**src/logic/eps_pkg.sv**
```systemverilog
// package: register map, field layout and carrier types for the pin request block
package eps_pkg;
  localparam int NUM_PINS = 12;
  localparam int ADDR_W = 4;
  // byte offsets of the word registers
  localparam logic [3:0] OFS_SENSE_LOWER = 4'h0;
  localparam logic [3:0] OFS_SENSE_UPPER = 4'h4;
  localparam logic [3:0] OFS_FLAGS = 4'h8;
  localparam logic [3:0] OFS_ENABLE = 4'hC;
  // reset values
  localparam logic [15:0] RST_SENSE_LOWER = 16'h0000;
  localparam logic [7:0] RST_SENSE_UPPER = 8'h00;
  localparam logic [11:0] RST_FLAGS = 12'h000;
  localparam logic [11:0] RST_ENABLE = 12'h000;
  // field layout
  localparam int SENSE_W = 2;
  localparam int SENSE_RISE_BIT = 1;
  localparam int SENSE_FALL_BIT = 0;
  localparam int LOWER_PINS = 8;
  localparam int SYNC_STAGES = 2;
  localparam logic [1:0] SENSE_LOW = 2'h0;
  localparam logic [1:0] SENSE_FALL = 2'h1;
  localparam logic [1:0] SENSE_RISE = 2'h2;
  localparam logic [1:0] SENSE_BOTH = 2'h3;
  // read data for unmapped addresses
  localparam logic [31:0] UNMAPPED_READ = 32'h0000_0000;

  typedef logic [NUM_PINS-1:0] eps_pins_t;

  // avalon request as one bundle
  typedef struct packed {
    logic [ADDR_W-1:0] address;
    logic read;
    logic write;
    logic [3:0] byteenable;
    logic [31:0] writedata;
  } eps_req_s;

  // acknowledge events from the core and transfer controller
  typedef struct packed {
    eps_pins_t exc_ack;
    eps_pins_t xfer_ack;
    logic xfer_int_select;
  } eps_ack_s;
endpackage

```
**src/logic/eps_pin_sync.sv**
```systemverilog
// two-flop synchroniser and edge detect for the active-low request pins
`timescale 1ns/1ps
module eps_pin_sync (
  input wire logic clk_in, // system clock
  input wire logic rst_n_in, // async reset, active low
  input wire eps_pkg::eps_pins_t pin_n_in, // raw active-low pins
  output eps_pkg::eps_pins_t level_low_out, // synchronised pin is low
  output eps_pkg::eps_pins_t fall_out, // one-cycle falling-edge pulse
  output eps_pkg::eps_pins_t rise_out // one-cycle rising-edge pulse
);
  eps_pkg::eps_pins_t stage1;
  eps_pkg::eps_pins_t stage2;
  eps_pkg::eps_pins_t prev;

  // reset to idle-high so no edge is seen on release
  always_ff @(posedge clk_in or negedge rst_n_in) begin
    if (!rst_n_in) begin
      stage1 <= '1;
      stage2 <= '1;
      prev <= '1;
    end else begin
      stage1 <= pin_n_in;
      stage2 <= stage1;
      prev <= stage2;
    end
  end

  // only stage2 and prev feed logic; stage1 stays private
  assign level_low_out = ~stage2;
  assign fall_out = prev & ~stage2;
  assign rise_out = ~prev & stage2;
endmodule

```
**src/logic/eps_sense_sel.sv**
```systemverilog
// per-pin selection of the detection condition from its sense field
`timescale 1ns/1ps
module eps_sense_sel (
  input wire logic [1:0] sense_in, // rise bit upper, fall bit lower
  input wire logic low_in, // synchronised pin low
  input wire logic fall_in, // falling-edge pulse
  input wire logic rise_in, // rising-edge pulse
  output logic set_out // condition met this cycle
);
  always_comb begin
    case (sense_in)
      eps_pkg::SENSE_LOW: set_out = low_in;
      eps_pkg::SENSE_FALL: set_out = fall_in;
      eps_pkg::SENSE_RISE: set_out = rise_in;
      default: set_out = fall_in | rise_in;
    endcase
  end
endmodule

```
**src/logic/eps_irq_sense.sv**
```systemverilog
// top: external pin request sensing, flags, enables and avalon register slave
`timescale 1ns/1ps
// Function
// - sense field selects low, fall, rise, both
// - lower sense register holds pins 7..0
// - one request flag per pin, reset zero
// - flag sets on selected pin condition
// - write zero clears only after read one
// - exception clears low-level flag if pin high
// - exception clears edge-mode flag
// - transfer activation clears flag when select zero
// - flag bits 15..12 read as zero
// - upper sense register holds pins 11..8
// - flag forwarded only while enabled
module eps_irq_sense (
  input wire logic CLK_IN, // 10 MHz system clock
  input wire logic RST_N_IN, // async reset, active low
  input wire logic [3:0] AVS_ADDRESS_IN, // byte address
  input wire logic AVS_READ_IN, // read strobe
  input wire logic AVS_WRITE_IN, // write strobe
  input wire logic [3:0] AVS_BYTEENABLE_IN, // byte lanes
  input wire logic [31:0] AVS_WRITEDATA_IN, // write data
  output logic [31:0] AVS_READDATA_OUT, // read data, registered
  output logic AVS_WAITREQUEST_OUT, // stall while access not done
  input wire logic [11:0] IRQ_PIN_N_IN, // external request pins, active low
  input wire logic [11:0] EXC_ACK_IN, // exception handling taken, per pin pulse
  input wire logic [11:0] XFER_ACK_IN, // transfer controller activated, per pin pulse
  input wire logic XFER_INT_SELECT_IN, // transfer controller interrupt-select bit
  output logic [11:0] PIN_REQ_OUT, // enabled requests toward the processor
  output logic IRQ_OUT // any unmasked flag set, level
);
  eps_pkg::eps_req_s req;
  eps_pkg::eps_ack_s ack;
  logic [15:0] sense_control_lower;
  logic [7:0] sense_control_upper;
  eps_pkg::eps_pins_t pin_request_flags;
  eps_pkg::eps_pins_t pin_request_enable_reg;
  eps_pkg::eps_pins_t read_one_seen;
  eps_pkg::eps_pins_t level_low;
  eps_pkg::eps_pins_t fall_pulse;
  eps_pkg::eps_pins_t rise_pulse;
  eps_pkg::eps_pins_t set_evt;
  eps_pkg::eps_pins_t sw_clr;
  eps_pkg::eps_pins_t hw_clr;
  eps_pkg::eps_pins_t next_flags;
  logic [23:0] sense_all;
  logic done;
  logic access;
  logic wr_en;
  logic rd_en;
  logic sel_lower;
  logic sel_upper;
  logic sel_flags;
  logic sel_enable;
  eps_pkg::eps_pins_t exc_clr;
  eps_pkg::eps_pins_t xfer_clr;
  eps_pkg::eps_pins_t next_seen;
  logic [31:0] next_readdata;

  // register map, one 32-bit word each, only the low half used:
  //   sense lower: two bits per pin, pins 7..0, rise bit above fall bit
  //   sense upper: same layout for pins 11..8 in its low byte
  //   request flags: one sticky bit per pin, cleared by writing zero
  //   request enables: one bit per pin, gate toward the processor
  // unused upper bits read as zero and ignore writes

  // pin behaviour:
  //   pins are active low and idle high; the synchroniser resets high
  //   so that leaving reset never looks like an edge
  //   low-level mode keeps setting the flag while the pin is held low
  //   edge modes set it once per selected transition

  // bundle the bus and acknowledge inputs
  assign req = '{address: AVS_ADDRESS_IN, read: AVS_READ_IN, write: AVS_WRITE_IN,
                 byteenable: AVS_BYTEENABLE_IN, writedata: AVS_WRITEDATA_IN};
  assign ack = '{exc_ack: EXC_ACK_IN, xfer_ack: XFER_ACK_IN, xfer_int_select: XFER_INT_SELECT_IN};

  // byte lane test, shared by every write path
  function automatic logic lane_hit(input logic [3:0] be, input int lane);
    return be[lane];
  endfunction

  // sense field of one pin out of the packed lower and upper fields
  function automatic logic [1:0] sense_of(input logic [23:0] all, input int pin);
    return all[pin*eps_pkg::SENSE_W +: eps_pkg::SENSE_W];
  endfunction

  // bus timing: every access waits exactly one cycle
  //   first cycle: waitrequest high, read data is fetched into the output flop
  //   second cycle: waitrequest low, read data stands, a write lands at its end
  // a write lands only at the edge where the master sees waitrequest low,
  // so nothing changes while the master could still be stalled
  assign access = req.read | req.write;
  assign AVS_WAITREQUEST_OUT = access & ~done;
  assign wr_en = req.write & done;
  assign rd_en = req.read & ~done;

  // address decode shared by the write, clear and read paths
  assign sel_lower = (req.address == eps_pkg::OFS_SENSE_LOWER);
  assign sel_upper = (req.address == eps_pkg::OFS_SENSE_UPPER);
  assign sel_flags = (req.address == eps_pkg::OFS_FLAGS);
  assign sel_enable = (req.address == eps_pkg::OFS_ENABLE);

  // done marks the completion cycle; drops so back-to-back requests each wait
  always_ff @(posedge CLK_IN or negedge RST_N_IN) begin
    if (!RST_N_IN) begin
      done <= 1'b0;
    end else begin
      done <= access & ~done;
    end
  end

  // pin synchroniser and edge detector
  // a pin change reaches the flags three edges after it is applied;
  // pulses narrower than a clock period may be missed, the price of
  // keeping asynchronous pins away from the flag logic
  eps_pin_sync u_sync (
    .clk_in(CLK_IN),
    .rst_n_in(RST_N_IN),
    .pin_n_in(IRQ_PIN_N_IN),
    .level_low_out(level_low),
    .fall_out(fall_pulse),
    .rise_out(rise_pulse)
  );

  // pins 7..0 from the lower register, 11..8 from the upper
  assign sense_all = {sense_control_upper, sense_control_lower};

  // one selector per pin
  genvar gi;
  generate
    for (gi = 0; gi < eps_pkg::NUM_PINS; gi++) begin : g_pin
      eps_sense_sel u_sel (
        .sense_in(sense_of(sense_all, gi)),
        .low_in(level_low[gi]),
        .fall_in(fall_pulse[gi]),
        .rise_in(rise_pulse[gi]),
        .set_out(set_evt[gi])
      );
      // exception clear: low mode only once the pin is back high, else the
      // request would be dropped while the device still holds it
      always_comb begin
        exc_clr[gi] = 1'b0;
        if (ack.exc_ack[gi]) begin
          if (sense_of(sense_all, gi) == eps_pkg::SENSE_LOW) begin
            exc_clr[gi] = ~level_low[gi];
          end else begin
            exc_clr[gi] = 1'b1;
          end
        end
      end
    end
  endgenerate

  // transfer activation clears only when the controller passes no interrupt on
  assign xfer_clr = ack.xfer_ack & {eps_pkg::NUM_PINS{~ack.xfer_int_select}};
  // all hardware clears of one pin
  assign hw_clr = exc_clr | xfer_clr;

  // write zero clears only bits that were read as one before
  // a one written to a flag, or a zero to an unread flag, does nothing
  always_comb begin
    sw_clr = '0;
    if (wr_en && sel_flags) begin
      for (int i = 0; i < eps_pkg::NUM_PINS; i++) begin
        if (lane_hit(req.byteenable, i / 8) && !req.writedata[i]) begin
          sw_clr[i] = read_one_seen[i];
        end
      end
    end
  end

  // flag update, one term per source:
  //   set: the condition chosen by the pin's sense field
  //   clear: software zero after a read of one, exception, transfer
  // set beats clear so an event in the clearing cycle survives
  assign next_flags = (pin_request_flags & ~(sw_clr | hw_clr)) | set_evt;

  // request flags
  always_ff @(posedge CLK_IN or negedge RST_N_IN) begin
    if (!RST_N_IN) begin
      pin_request_flags <= eps_pkg::RST_FLAGS;
    end else begin
      pin_request_flags <= next_flags;
    end
  end

  // remember which flags software has seen as one; a clear consumes it
  // a fresh read replaces the record, so a stale zero never clears a flag
  // that was set after the read; software must read again first
  always_comb begin
    next_seen = read_one_seen & ~sw_clr;
    if (rd_en && sel_flags) begin
      next_seen = pin_request_flags;
    end
  end

  // read-one record
  always_ff @(posedge CLK_IN or negedge RST_N_IN) begin
    if (!RST_N_IN) begin
      read_one_seen <= '0;
    end else begin
      read_one_seen <= next_seen;
    end
  end

  // sense control registers, byte-lane writes
  // a sense change can make the detector see a false edge or level;
  // the flag is not masked here, software disables and clears around it
  always_ff @(posedge CLK_IN or negedge RST_N_IN) begin
    if (!RST_N_IN) begin
      sense_control_lower <= eps_pkg::RST_SENSE_LOWER;
      sense_control_upper <= eps_pkg::RST_SENSE_UPPER;
    end else if (wr_en) begin
      if (sel_lower) begin
        if (lane_hit(req.byteenable, 0)) begin
          sense_control_lower[7:0] <= req.writedata[7:0];
        end
        if (lane_hit(req.byteenable, 1)) begin
          sense_control_lower[15:8] <= req.writedata[15:8];
        end
      end
      if (sel_upper && lane_hit(req.byteenable, 0)) begin
        sense_control_upper <= req.writedata[7:0];
      end
    end
  end

  // per-pin enables; software should hold a pin disabled while changing its sense
  always_ff @(posedge CLK_IN or negedge RST_N_IN) begin
    if (!RST_N_IN) begin
      pin_request_enable_reg <= eps_pkg::RST_ENABLE;
    end else if (wr_en && sel_enable) begin
      if (lane_hit(req.byteenable, 0)) begin
        pin_request_enable_reg[7:0] <= req.writedata[7:0];
      end
      if (lane_hit(req.byteenable, 1)) begin
        pin_request_enable_reg[11:8] <= req.writedata[11:8];
      end
    end
  end

  // read word mux; reserved and unmapped bits come back as zero
  always_comb begin
    case (req.address)
      eps_pkg::OFS_SENSE_LOWER: next_readdata = {16'h0000, sense_control_lower};
      eps_pkg::OFS_SENSE_UPPER: next_readdata = {24'h000000, sense_control_upper};
      eps_pkg::OFS_FLAGS: next_readdata = {20'h00000, pin_request_flags};
      eps_pkg::OFS_ENABLE: next_readdata = {20'h00000, pin_request_enable_reg};
      default: next_readdata = eps_pkg::UNMAPPED_READ;
    endcase
  end

  // read data loaded in the waiting cycle and held until the next read,
  // so it stands through the cycle in which the master takes it
  always_ff @(posedge CLK_IN or negedge RST_N_IN) begin
    if (!RST_N_IN) begin
      AVS_READDATA_OUT <= eps_pkg::UNMAPPED_READ;
    end else if (rd_en) begin
      AVS_READDATA_OUT <= next_readdata;
    end
  end

  // forwarding gated by enables; combined level interrupt
  // the flag itself is never masked, so a disabled pin still records
  // its event and raises the interrupt as soon as it is enabled
  assign PIN_REQ_OUT = pin_request_flags & pin_request_enable_reg;
  assign IRQ_OUT = |(pin_request_flags & pin_request_enable_reg);
endmodule

```
**config.mk**
```make
export PLATFORM = sky130hd
export DESIGN_NAME = eps_irq_sense
export DESIGN_NICKNAME = d
export VERILOG_FILES = /design/src/logic/eps_pkg.sv /design/src/logic/eps_pin_sync.sv /design/src/logic/eps_sense_sel.sv /design/src/logic/eps_irq_sense.sv
export SDC_FILE = /design/constraint.sdc
export NUM_CORES = 1
export LEC_CHECK = 0
export BUFFER_PORTS_ARGS = -buffer_cell sky130_fd_sc_hd__clkbuf_2
export CAP_MARGIN = 20
export CORE_ASPECT_RATIO = 0.7
export CORE_MARGIN = 3
export CORE_UTILIZATION = 35
export DETAILED_ROUTE_END_ITERATION = 10
export SKIP_CTS_REPAIR_TIMING = 1
export SYNTH_ARGS = -nofsm -noshare
export SYNTH_HDL_FRONTEND = slang
export SYNTH_SLANG_ARGS = --single-unit
```
**constraint.sdc**
```tcl
create_clock -name CLK_IN -period 2.7 [get_ports CLK_IN]
set_clock_uncertainty 0.1 [all_clocks]
set_input_delay 0.135 -clock CLK_IN [delete_from_list [all_inputs] [get_ports CLK_IN]]
set_output_delay 0.135 -clock CLK_IN [all_outputs]
set_load 0.005 [all_outputs]
```
==> out/qor.csv <==
metric,value,unit
cts_tree,built,
drc,0,
timing.rr.start,done,
ant_nets,0,
hp-class,in -> reg,
syn_area,0.00555,sq mm
status,"complete, but fails checks",
maxSlewHeadroom,0.528,
fin_cells,825,
htreeDepth,4,
synth_adder_area_share,0.0541,
dp_hpwl,10.6,mm
core_area,0.0151,sq mm
dp.cells,743,
placementRows,37,
violations,hold timing,
grt_usage,0.177,
slew_violations,0,
first_pass_iters,5,
finalSetupViolations,0,
critPathKind,reg -> reg,
synth_most_common_cell,dfrtp_1,
wirelength,14.9,mm
grt_pass1_wl,23.4,mm
worst_slew_pin_slew,0.707,ns
syn_inst,463,
synth_mux_area_frac,0.138,
initial_core_util,0.368,
wl_met3,865,microns
cp.required,2.90,ns
hold_ws,-0.0179,ns
period_minus_slack,2.36,ns
synth-compound-area-share,0.0945,
io_pins,127,
finalNetCount,722,
ys_types,48,
fmax,424,MHz
syn_to_final_growth,32.3,%
critPathLaunchType,flip-flop,
synth_top_area_share,0.347,
endpoint,pin_request_flags[8],
synth_area_per_cell,12.0,sq um
antenna_found_initial,0,
async_flop_share,1.00,
synthSimpleGateAreaFrac,0.124,
yosysWarnings,0,
dieArea,0.0174,sq mm
insertion_delay,0.42,ns
power,5.20,mW
cp.arrival,2.56,ns
dr.max_layer_used,met4,
numCtsBuffers,17,
dr_wl_met2,6.65,mm
drive_above_1_share,0.360,
rsz0062_at_grt,false,
yosys-top-cells-count,"dfrtp_1, inv_1, mux2_2",
cts_sinks,113,
worstSetupStartpoint,done,
vdd_drop_max,0.000339,V
drt_iter0_drc,225,
p_per_area,708,mW/mm^2
vias_per_cell,5.06,
die_h,111,microns
clockBufferDepth,2,
antennaDiodeCount,0,
ys_seq_area_frac,0.518,
synth-xor-area-share,0,
synth-edff-count,0,
ys_ff_latch,113,
crit_fanout,14,
grt_pass1_vias,4209,
synthFlopType,dfrtp_1,
via_count,4176,
grt_overflow_total,0,
r2r_cells,4,
port_buffers,92,
tns,0,ns
clock-root-buffer,clkbuf_16,
cts.clk_slew.worst_paths,0.05,ns
wl_per_cell,18.1,microns
yosysTopAreaCell,dfrtp_1,
drt-met1-wl,7.12,mm
timing.final.crit_share,0.874,
synth_top_family_by_area,multiplexers,
reg_top3,"AVS_READDATA_OUT (16), sense_control_lower (16)",
ys_top_cells_by_area,"dfrtp_1, dfstp_2, mux2_2, ha_1, mux4_2",
drv_cap,0,
r2r-end,pin_request_flags[8],
grt_max_degree,78,
final-hold-violation-count,2,
place_congestion,0.857,
reg2reg_slack,0.34,ns
final.fill_count,1352,
cp-end-kind,flip-flop,
cellLeakagePower,3.47,nW
die_x,157,microns
[worst min-delay path by stage]
stage	from	slack, ns	cells past startpoint	to
finish	XFER_ACK_IN[3]	-0.02	4	pin_request_flags[3]
global route	XFER_ACK_IN[9]	0.007	4	pin_request_flags[9]
CTS	RST_N_IN	-0.41	1	sense_control_upper[6]
detailed placement	RST_N_IN	0.04	1	sense_control_lower[7]
global placement	RST_N_IN	0.03	1	pin_request_flags[3]
floorplan	RST_N_IN	-0.26	0	AVS_READDATA_OUT[0]
[layer usage]
| metal | vias to the layer above | global-route usage |
|---|---|---|
| met5 | - | 0 |
| met4 | 0 | 0.0723 |
| met3 | 27 | 0.0412 |
| met2 | 152 | 0.261 |
| met1 | 2065 | 0.250 |
| li1 | 1932 | - |
[critical path, stage by stage, from the launching register on]
cell and delay, ns:
dfrtp_1 0.63, nand3_1 0.33, nor4_1 0.48, o41ai_1 0.11, dlygate4sd3_1 0.57
[through the flow]
| stage | setup slack [ns] | cell area, sq um | util |
|---|---|---|---|
| floorplan | 1.01 | 5610 | - |
| global placement | 0.651 | 6210 | 0.412 |
| finish | 0.341 | 7340 | 0.487 |
| detailed placement | 0.662 | 6210 | 0.412 |
| global route | 0.241 | 7340 | 0.487 |
| CTS | 0.597 | 6840 | 0.453 |
[report_power, final]
group | switching, mW | internal [mW] | total, mW
clock | 0.788 | 1.61 | 2.40
combinational | 0.332 | 0.379 | 0.711
sequential | 0.176 | 1.91 | 2.09
total | 1.30 | 3.90 | 5.20
[cell usage in the layout (no fill, tap or decap), types with 16 or more instances in the layout]
master,netlist,routed
conb_1,1,16
nand2_1,18,18
dfstp_2,36,36
dfrtp_1,77,77
mux2_2,40,40
dlygate4sd3_1,0,50
clkbuf_2,0,91
a21oi_1,28,28
clkbuf_16,0,17
inv_1,49,49
ha_1,24,24
[cell type report]
class	instances	area [sq um]	area share
clock inverters	10	156	0.0213
inverters	49	184	0.0250
multi-input cells	282	2350	0.319
flip-flops and latches	113	2870	0.391
well taps	195	244	0.0332
clock buffers	22	474	0.0646
repair buffers	154	1070	0.145
[cell families after synthesis]
family,after synthesis
buffers and inverters,83
muxes,60
AOI/OAI and AO/OA,78
and+or+nand+nor,104
other,1
DFF,113
adders and majority gates,24
Note: power is estimated with default switching activity, not from simulation.
